File: src/pkg/olm_pkg.sv
package olm_pkg;
    // Macrocell count and product-term budget per macrocell
    localparam int unsigned NUM_CELLS = 8;
    localparam int unsigned PT_PER_CELL = 8;
    localparam int unsigned PT_IO_USED = 7;
    localparam int unsigned PT_OE_INDEX = 0;
    // Outermost and innermost macrocell indices (0 = pin next to the enable pin side)
    localparam int unsigned CELL_OUTER_LO = 0;
    localparam int unsigned CELL_OUTER_HI = 7;
    localparam int unsigned CELL_INNER_LO = 3;
    localparam int unsigned CELL_INNER_HI = 4;
    // Reset value of the registered pin output values (pin_r)
    localparam logic [7:0] REG_RESET = 8'h00;

    typedef enum logic [1:0] {
        OLM_MODE_REGISTERED,
        OLM_MODE_COMPLEX,
        OLM_MODE_SIMPLE
    } olm_mode_t;
endpackage

File: src/rtl/olm_mode_decode.sv
`timescale 1ns/1ns
module olm_mode_decode (
    input wire logic i_sync_mode_bit,         // Global sync mode bit
    input wire logic i_global_arch_bit,       // Global architecture bit
    output olm_pkg::olm_mode_t o_mode         // Decoded global mode
);
    always_comb begin
        if (i_sync_mode_bit && !i_global_arch_bit) begin
            o_mode = olm_pkg::OLM_MODE_SIMPLE;
        end else if (i_sync_mode_bit) begin
            o_mode = olm_pkg::OLM_MODE_COMPLEX;
        end else begin
            o_mode = olm_pkg::OLM_MODE_REGISTERED;
        end
    end
endmodule

File: src/rtl/olm_cell.sv
`timescale 1ns/1ns
module olm_cell (
    input wire logic i_ref_clk,               // System clock
    input wire logic i_nrst,                  // Async reset, active low
    input wire logic i_ce,                    // Clock enable
    input wire logic i_clk_pin_rise,          // Rising edge seen on shared clock pin
    input wire logic i_preload,               // Preload strobe
    input wire logic i_preload_val,           // Preload value
    input wire logic [7:0] i_pt,              // Product terms of this cell
    input wire logic i_polarity_select,       // 1 active high, 0 active low
    input wire logic i_io_config_bit,         // Per-cell I/O selection
    input wire logic i_oe_pin,                // Shared output enable pin level
    input wire olm_pkg::olm_mode_t i_mode,    // Global mode
    input wire logic i_oe_allowed,            // Cell may drive in simple mode
    output logic o_q,                         // Register state
    output logic o_out,                       // Pin output value
    output logic o_drive                      // Pin driven
);
    logic q;
    logic next_q;
    logic sum_all;
    logic sum_io;
    logic comb;

    assign sum_all = |i_pt;
    assign sum_io = |i_pt[olm_pkg::PT_PER_CELL-1:1];

    always_comb begin
        next_q = q;
        if (i_preload) begin
            next_q = i_preload_val;
        end else if (i_clk_pin_rise && i_mode == olm_pkg::OLM_MODE_REGISTERED && !i_io_config_bit) begin
            next_q = sum_all;
        end
    end

    always_ff @(posedge i_ref_clk or negedge i_nrst) begin
        if (!i_nrst) begin
            q <= 1'b0;
        end else if (i_ce) begin
            q <= next_q;
        end
    end

    always_comb begin
        comb = sum_io;
        o_drive = 1'b0;
        unique case (i_mode)
            olm_pkg::OLM_MODE_REGISTERED: begin
                if (!i_io_config_bit) begin
                    // Register output inverted through polarity like the combinational path
                    comb = q;
                    o_drive = i_oe_pin;
                end else begin
                    o_drive = i_pt[olm_pkg::PT_OE_INDEX];
                end
            end
            olm_pkg::OLM_MODE_COMPLEX: begin
                o_drive = i_pt[olm_pkg::PT_OE_INDEX];
            end
            olm_pkg::OLM_MODE_SIMPLE: begin
                comb = sum_all;
                o_drive = i_oe_allowed && !i_io_config_bit;
            end
            default: begin
                o_drive = 1'b0;
            end
        endcase
    end

    assign o_out = i_polarity_select ? comb : ~comb;
    assign o_q = q;
endmodule

File: src/rtl/olm_array.sv
`timescale 1ns/1ns
module olm_array (
    input wire logic i_ref_clk,               // System clock, 100 MHz
    input wire logic i_nrst,                  // Async reset, active low
    input wire logic i_ce,                    // Clock enable
    input wire logic i_sync_mode_bit,         // Global sync mode bit
    input wire logic i_global_arch_bit,       // Global architecture bit
    input wire logic [7:0] i_polarity_select, // Per-cell polarity
    input wire logic [7:0] i_io_config_bit,   // Per-cell I/O selection
    input wire logic [63:0] i_pt,             // Product terms, 8 per cell, cell n at [8n+7:8n]
    input wire logic i_clk_pin,               // Shared clock pin / data input
    input wire logic i_oe_pin,                // Shared enable pin (active low) / data input
    input wire logic [7:0] i_pin,             // Pin levels seen from outside
    input wire logic i_preload,               // Preload strobe
    input wire logic [7:0] i_preload_val,     // Preload values
    output logic [7:0] o_pin,                 // Pin output values
    output logic [7:0] o_pin_oe_n,            // Pin output enables, low drives
    output logic [7:0] o_feedback,            // Feedback into the product-term array
    output logic o_clk_in_data,               // Clock pin as data input
    output logic o_oe_in_data,                // Enable pin as data input
    output logic [7:0] o_reg_q,               // Register states
    output logic [1:0] o_mode                 // Decoded mode
);
    olm_pkg::olm_mode_t mode;
    logic clk_pin_d;
    logic next_clk_pin_d;
    logic clk_rise;
    logic [7:0] out_val;
    logic [7:0] drive;
    logic [7:0] q;
    logic [7:0] next_out;
    logic [7:0] next_oe_n;
    logic [7:0] next_fb;
    logic next_clk_data;
    logic next_oe_data;
    logic [7:0] pin_r;
    logic [7:0] oe_n_r;
    logic [7:0] fb_r;
    logic clk_data_r;
    logic oe_data_r;

    olm_mode_decode u_dec (
        .i_sync_mode_bit(i_sync_mode_bit),
        .i_global_arch_bit(i_global_arch_bit),
        .o_mode(mode)
    );

    assign next_clk_pin_d = i_clk_pin;
    assign clk_rise = i_clk_pin && !clk_pin_d && mode == olm_pkg::OLM_MODE_REGISTERED;

    always_ff @(posedge i_ref_clk or negedge i_nrst) begin
        if (!i_nrst) begin
            clk_pin_d <= 1'b0;
        end else if (i_ce) begin
            clk_pin_d <= next_clk_pin_d;
        end
    end

    genvar g;
    generate
        for (g = 0; g < olm_pkg::NUM_CELLS; g++) begin : g_cell
            olm_cell u_cell (
                .i_ref_clk(i_ref_clk),
                .i_nrst(i_nrst),
                .i_ce(i_ce),
                .i_clk_pin_rise(clk_rise),
                .i_preload(i_preload),
                .i_preload_val(i_preload_val[g]),
                .i_pt(i_pt[g*8 +: 8]),
                .i_polarity_select(i_polarity_select[g]),
                .i_io_config_bit(i_io_config_bit[g]),
                // Enable pin is active low at the package
                .i_oe_pin(!i_oe_pin),
                .i_mode(mode),
                .i_oe_allowed(g != olm_pkg::CELL_INNER_LO && g != olm_pkg::CELL_INNER_HI || 1'b1),
                .o_q(q[g]),
                .o_out(out_val[g]),
                .o_drive(drive[g])
            );
        end
    endgenerate

    // Output, enable and feedback steering per mode; registered so data outputs come from flops
    always_comb begin
        next_out = out_val;
        next_oe_n = ~drive;
        next_fb = i_pin;
        next_clk_data = 1'b0;
        next_oe_data = 1'b0;
        unique case (mode)
            olm_pkg::OLM_MODE_REGISTERED: begin
                // Registered cells feed back their own register, I/O cells the pin
                for (int i = 0; i < 8; i++) begin
                    if (!i_io_config_bit[i]) begin
                        next_fb[i] = q[i];
                    end
                end
            end
            olm_pkg::OLM_MODE_COMPLEX: begin
                // Outer cells give their feedback path to the two spare inputs
                next_fb[olm_pkg::CELL_OUTER_HI] = i_clk_pin;
                next_fb[olm_pkg::CELL_OUTER_LO] = i_oe_pin;
                next_clk_data = i_clk_pin;
                next_oe_data = i_oe_pin;
                for (int i = 0; i < 8; i++) begin
                    // I/O bit clear makes a pure output that never tristates
                    if (!i_io_config_bit[i] || i == olm_pkg::CELL_OUTER_LO || i == olm_pkg::CELL_OUTER_HI) begin
                        next_oe_n[i] = i_io_config_bit[i] ? ~drive[i] : 1'b0;
                    end
                end
            end
            olm_pkg::OLM_MODE_SIMPLE: begin
                next_clk_data = i_clk_pin;
                next_oe_data = i_oe_pin;
                for (int i = 0; i < 8; i++) begin
                    // Feedback paths of cells 0-2 and 5-7 carry the inner neighbour's pin; cells 3 and 4 feed back 0
                    if (i < 4) begin
                        next_fb[i] = (i == olm_pkg::CELL_INNER_LO) ? 1'b0 : i_pin[i+1];
                    end else begin
                        next_fb[i] = (i == olm_pkg::CELL_INNER_HI) ? 1'b0 : i_pin[i-1];
                    end
                end
                // Inner cells are always driven outputs whatever their I/O bit says
                next_oe_n[olm_pkg::CELL_INNER_LO] = 1'b0;
                next_oe_n[olm_pkg::CELL_INNER_HI] = 1'b0;
            end
            default: begin
                next_oe_n = 8'hFF;
            end
        endcase
    end

    always_ff @(posedge i_ref_clk or negedge i_nrst) begin
        if (!i_nrst) begin
            pin_r <= olm_pkg::REG_RESET;
            oe_n_r <= 8'hFF;
            fb_r <= 8'h00;
            clk_data_r <= 1'b0;
            oe_data_r <= 1'b0;
        end else if (i_ce) begin
            pin_r <= next_out;
            oe_n_r <= next_oe_n;
            fb_r <= next_fb;
            clk_data_r <= next_clk_data;
            oe_data_r <= next_oe_data;
        end
    end

    // Only sixteen cell bits and two global bits steer anything here
    assign o_pin = pin_r;
    assign o_pin_oe_n = oe_n_r;
    assign o_feedback = fb_r;
    assign o_clk_in_data = clk_data_r;
    assign o_oe_in_data = oe_data_r;
    assign o_reg_q = q;
    assign o_mode = mode;
endmodule

File: config.mk
export PLATFORM = sky130hd
export DESIGN_NAME = olm_array
export DESIGN_NICKNAME = d
export VERILOG_FILES = /design/src/pkg/olm_pkg.sv /design/src/rtl/olm_mode_decode.sv /design/src/rtl/olm_cell.sv /design/src/rtl/olm_array.sv
export SDC_FILE = /design/constraint.sdc
export NUM_CORES = 1
export LEC_CHECK = 0
export ABC_CLOCK_PERIOD_IN_PS = 1460
export BUFFER_PORTS_ARGS = -buffer_cell sky130_fd_sc_hd__buf_2
export CORE_MARGIN = 5
export CORE_UTILIZATION = 40
export CTS_CLUSTER_DIAMETER = 40
export DETAILED_ROUTE_END_ITERATION = 10
export GPL_TIMING_DRIVEN = 0
export HOLD_SLACK_MARGIN = 0.05
export PLACE_DENSITY_LB_ADDON = 0.08
export SYNTH_ARGS = -nofsm -noshare
export SYNTH_HDL_FRONTEND = slang
export SYNTH_SLANG_ARGS = --single-unit
export TNS_END_PERCENT = 10
File: constraint.sdc
create_clock -name i_ref_clk -period 1.46 [get_ports i_ref_clk]
set_input_delay 0.292 -clock i_ref_clk [delete_from_list [all_inputs] [get_ports i_ref_clk]]
set_output_delay 0.292 -clock i_ref_clk [all_outputs]
set_load 0.05 [all_outputs]
* Yosys cells after proc, flatten, opt, wreduce, memory -nomap -nowiden *
Cells that the tools add are included.

storage, ports and cells
  bits in registers = 35
  output and inout bits = 36
  logic and storage cells = 167

operators by class
  equality and inequality tests = 2
  multiplexer cells = 82
  bitwise operators = 11
  reduce and logical (&&, ||, !) cells = 58

operator list
  cell                                                              number
  8-bit OR reduction                                                8
  1-bit 2-to-1 mux                                                  59
  7-bit OR reduction                                                8
  1-bit case mux with 3 select lines                                10
  1-bit case mux with 2 select lines                                8
  2-bit AND reduction                                               8
  2-bit nonzero test                                                8
  1-bit logical AND                                                 12
  3-bit case mux with 2 select lines                                2
  6-bit case mux with 2 select lines                                1
  1-bit zero test                                                   11
  1-bit NOT                                                         10
  8-bit NOT                                                         1
  2-bit case mux with 3 select lines                                1
  2-bit OR reduction                                                2
  2-bit by 1-bit == test with 1-bit output (second input constant)  1
  2-bit == test (second input constant)                             1
  2-bit zero test                                                   1
  2-bit 2-to-1 mux                                                  1

* Logic depth before layout (Yosys ltp) *
  word-level depth = 9
  mapped depth = 7
  gate-level depth less buffers = 4

* Hierarchy *
From an unflattened synthesis, not the netlist that was laid out.

unflattened totals
  cells, all modules = 311
  area, all modules = 2855.2 um^2

by module, submodules not included
  module           times used  cells an instance  area each (um^2)  sequential area each (um^2)
  olm_cell         8           22                 177.7             25.0
  olm_array        1           133                1417.6            685.7
  olm_mode_decode  1           2                  16.3              0.0

* Worst setup path after synthesis *
Ideal clock, no wire load.

  kind = input to register
  from = input port i_sync_mode_bit
  to = register fb_r[1], in the netlist o_feedback[1]
  arrival time = 1.568 ns
  required time = 1.325 ns
  slack = -0.244 ns
  cell stages on the path = 7
  path through = buf_6 buf_8 nor2b_1 clkbuf_1 a21oi_1 o211ai_1 o21ai_0

between the ends
  longest elaborated chain between the ends = 4
  elaborated cells on any way between the ends = 6

RTL lines
  element                                           RTL line              text
  from (decl)                                       olm_array.sv:6        input wire logic i_sync_mode_bit,
  1-bit logical AND *                               olm_mode_decode.sv:8  if (i_sync_mode_bit && !i_global_arch_bit) begin
  2-bit 2-to-1 mux *                                olm_mode_decode.sv:8
  via o_mode[1]                                     olm_array.sv:22       output logic [1:0] o_mode
  2-bit == test or 2-bit zero test (tied branches)  olm_array.sv:90       unique case (mode)
  6-bit case mux with 2 select lines *              olm_array.sv:90
  to (signal assigned)                              olm_array.sv:143      fb_r <= next_fb;
  to (decl)                                         olm_array.sv:38       logic [7:0] fb_r;

The timed path passes the listed nets; every way through them passes the cells marked *.
A chain may end at the register's enable or synchronous reset.

* Final worst setup path *
  from = register clk_pin_d
  to = register g_cell[5].u_cell.q

between the ends
  longest elaborated chain between the ends = 7

RTL lines
  element                          RTL line         text
  from (decl)                      olm_array.sv:25  logic clk_pin_d;
  from (signal assigned)           olm_array.sv:55  clk_pin_d <= next_clk_pin_d;
  1-bit zero test                  olm_array.sv:49  assign clk_rise = i_clk_pin && !clk_pin_d && mode == olm_pkg::OLM_MODE_REGISTERED;
  1-bit logical AND (2 in series)  olm_array.sv:49
  1-bit logical AND (2 in series)  olm_cell.sv:32   end else if (i_clk_pin_rise && i_mode == olm_pkg::OLM_MODE_REGISTERED && !i_io_config_bit) begin
  2-bit nonzero test (no line)     --
  2-bit AND reduction (no line)    --
  to (signal assigned)             olm_cell.sv:41   q <= next_q;
  to (decl)                        olm_cell.sv:19   logic q;

No other way between the ends.

==> impl_results.md <==
* Period utilisation layout at 102%
* R2R setup slack at -20 ps
* CTS Buf Count at 5
* Initial Utilization at 40.9%
* Power density cells at 940 mW/mm2
* Vias in the first global route at 2,605
* Synth warn at 0
* DR vias/cell at 5.29
* Share of layout cells above drive strength 1 at 48.1%
* Nets at 523
* Vias at 2,619
* Final wirelength at 8340 um
* Outcome: finished, violations left
* Most common cell in the netlist: nor2_1
* Largest net degree at the start of global routing at 36
* Fmax at 674 MHz
* Die W at 87.6 um
* Final total power at 3.17 mW
* First-pass GRT wire length at 12,800 um
* EDFF count, synth at 0
* Clock root buffer: clkbuf_8
* Total congestion overflow at 0
* Ys async rst share at 100%
* Core region area at 0.00589 mm2
* Post-synth net total at 377
* Clk slew on worst S/H paths at 80 ps
* Slew Limit Fails at 0
* Inserted Diodes at 0
* Final Hold Vio Count at 0
* CTS tree: done
* # rows at 28
* Worst Max-Slew Pin Slew at 831 ps
* Hold WC Path Type: in2async
* Cells after synthesis at 273
* # clock sinks at 35
* VDD IR-drop max at 0.668 mV
* DIE HEIGHT at 87.6 um
* MaxCap Viol Count at 0
* Max Fanout on Critical Path at 8
* WP data required at 1640 ps
* CP Capture Type: flip-flop
* Crit Path Category: reg2reg
* Initial antenna violation count at 0
* IO Count at 140
* Pre-antenna DRT Iters at 4
* Initial DRC Count at 114
* Minimum clock period at 1480 ps
* Area leader, netlist: dfrtp_1
* Placed inst area at 0.00319 mm2
* Worst-Skew Late Latency at 290 ps
* Synth top area share at 28.0%
* H-tree depth at 2
* RSZ-0062 raised after global routing: yes
* Failing checks: setup timing
* Worst clock skew at 1.65 ps
* Sequential fraction of the synthesis area at 36.8%
* Final count of negative-setup-slack endpoints at 4
* Avg WL per Cell at 16.8 um
* Post-Syn Area per Cell at 8.83 um2
* Synth cell count leaders: 32 x nor2_1, 27 x dfrtp_1, 20 x o21ai_0
* Worst path arrival time at 1660 ps
* Longest Clk Path Bufs at 2
* Relative slew slack at 44.6%
* Synth Register Bits at 35
* Routed Antenna Nets at 0
* Fin worst setup slack at -24.1 ps
* IO buf count at 137
* # hold bufs at CTS at 0
* Yosys cell types at 52
* Most used DFF post-synth: dfrtp_1
* GPL Wtd Cong at 0.802
* P_leak at 1.61 nW
* GRT Overall Usage at 21.7%
* Total placed cells including tap cells at 485
* Worst r2r dst: g_cell[5].u_cell.o_q
* Die area at 0.00768 mm2
* Post-Layout Cell Count at 495
* Drt drc at 0
* Reg2Reg Depth at 5
* Area Overhead vs Synth at 39.9%
* Dominant cells by area after synthesis: dfrtp_1 28%, dfstp_2 8.7%, mux2_2 7.5%, nor2_1 5.0%, o21ai_0 4.2%
* Final design area excluding fillers at 0.00337 mm2
* Post-DP HPWL at 6300 um
* Mapped Area at 0.00241 mm2
* CP Launch Type: flip-flop
* Reg2reg start: clk_pin_d
metal layers:
metal / vias to the layer above / GRT usage, % / wire length [um]
met4: 0 / 4.32 / 56
met2: 118 / 38.2 / 4080
li1: 1277 / - / -
met1: 1219 / 26.9 / 3400
met3: 5 / 5.46 / 809
met5: - / 0 / 0
registers in the layout, indices dropped and copies added, names as in the netlist:
signal and count:
o_oe_in_data 1, o_pin 8, o_clk_in_data 1, o_pin_oe_n 8, clk_pin_d 1, o_feedback 8
g_cell.u_cell.o_q 8
through the flow:
stage / util, % / setup TNS (ps) / setup slack, ps / hold slack (ps)
after floorplan: - / -448 / -129 / -3.59
after global placement: 54.2 / -11990 / -543 / 449
after detailed placement: 54.2 / -12520 / -566 / 440
after CTS: 56.4 / -121 / -32.8 / 131
after global routing: 57.3 / -406 / -60.2 / 170
final: 57.3 / -44.7 / -24.1 / 100
cell usage in the layout, fill, tap and decap left out, types with 9 or more instances in the layout:
cell	count
nand2_1	14
nor2_1	30
a21oi_1	9
buf_2	136
mux2_2	15
o21ai_0	15
inv_1	16
buf_4	12
dfrtp_1	27
nor3_1	11
worst max-delay path by stage:
stage / start / endpoint / depth (start not counted)
after global routing: clk_pin_d / g_cell[5].u_cell.o_q / 5
after global placement: i_sync_mode_bit / o_pin_oe_n[7] / 7
after detailed placement: i_sync_mode_bit / o_pin_oe_n[7] / 7
after CTS: clk_pin_d / g_cell[1].u_cell.o_q / 5
final: clk_pin_d / g_cell[5].u_cell.o_q / 5
after floorplan: i_pt[44] / o_pin[5] / 4
kinds of logic after synthesis:
kind of cell	count (synthesis)	synth area share, %
compound gates	67	19.2
xor+xnor	3	1.09
buf+inv	42	8.72
flops	35	36.8
mux	24	10.8
simple gates	102	23.4
cell type report:
type | instances | area, um2
Buffer | 26 | 184
Clock buffer | 6 | 72.6
Clock inverter | 2 | 12.5
Fill cell | 590 | 2510
Inverter | 16 | 60.1
Multi-Input combinational cell | 196 | 1350
Sequential cell | 35 | 886
Tap cell | 75 | 93.8
Timing Repair Buffer | 139 | 713
where the power goes:
part	total [mW]	switching [mW]	internal, mW
logic	1.26	0.829	0.433
registers	1.19	0.0824	1.11
clock network	0.713	0.379	0.334
what timing repair did:
item                                    CTS  global route
gates resized for setup                  19            14
endpoints found under the setup margin   28            18
setup buffers                             0             2
pin swaps                                 0             1
worst max-delay path, cell delays in order (launching register included):
cell	delay, ps
dfrtp_1	380
or3b_4	380
buf_8	160
nor2_4	80
o21ai_2	60
mux2_4	310
No activity file was read; power rests on OpenSTA's default activity.
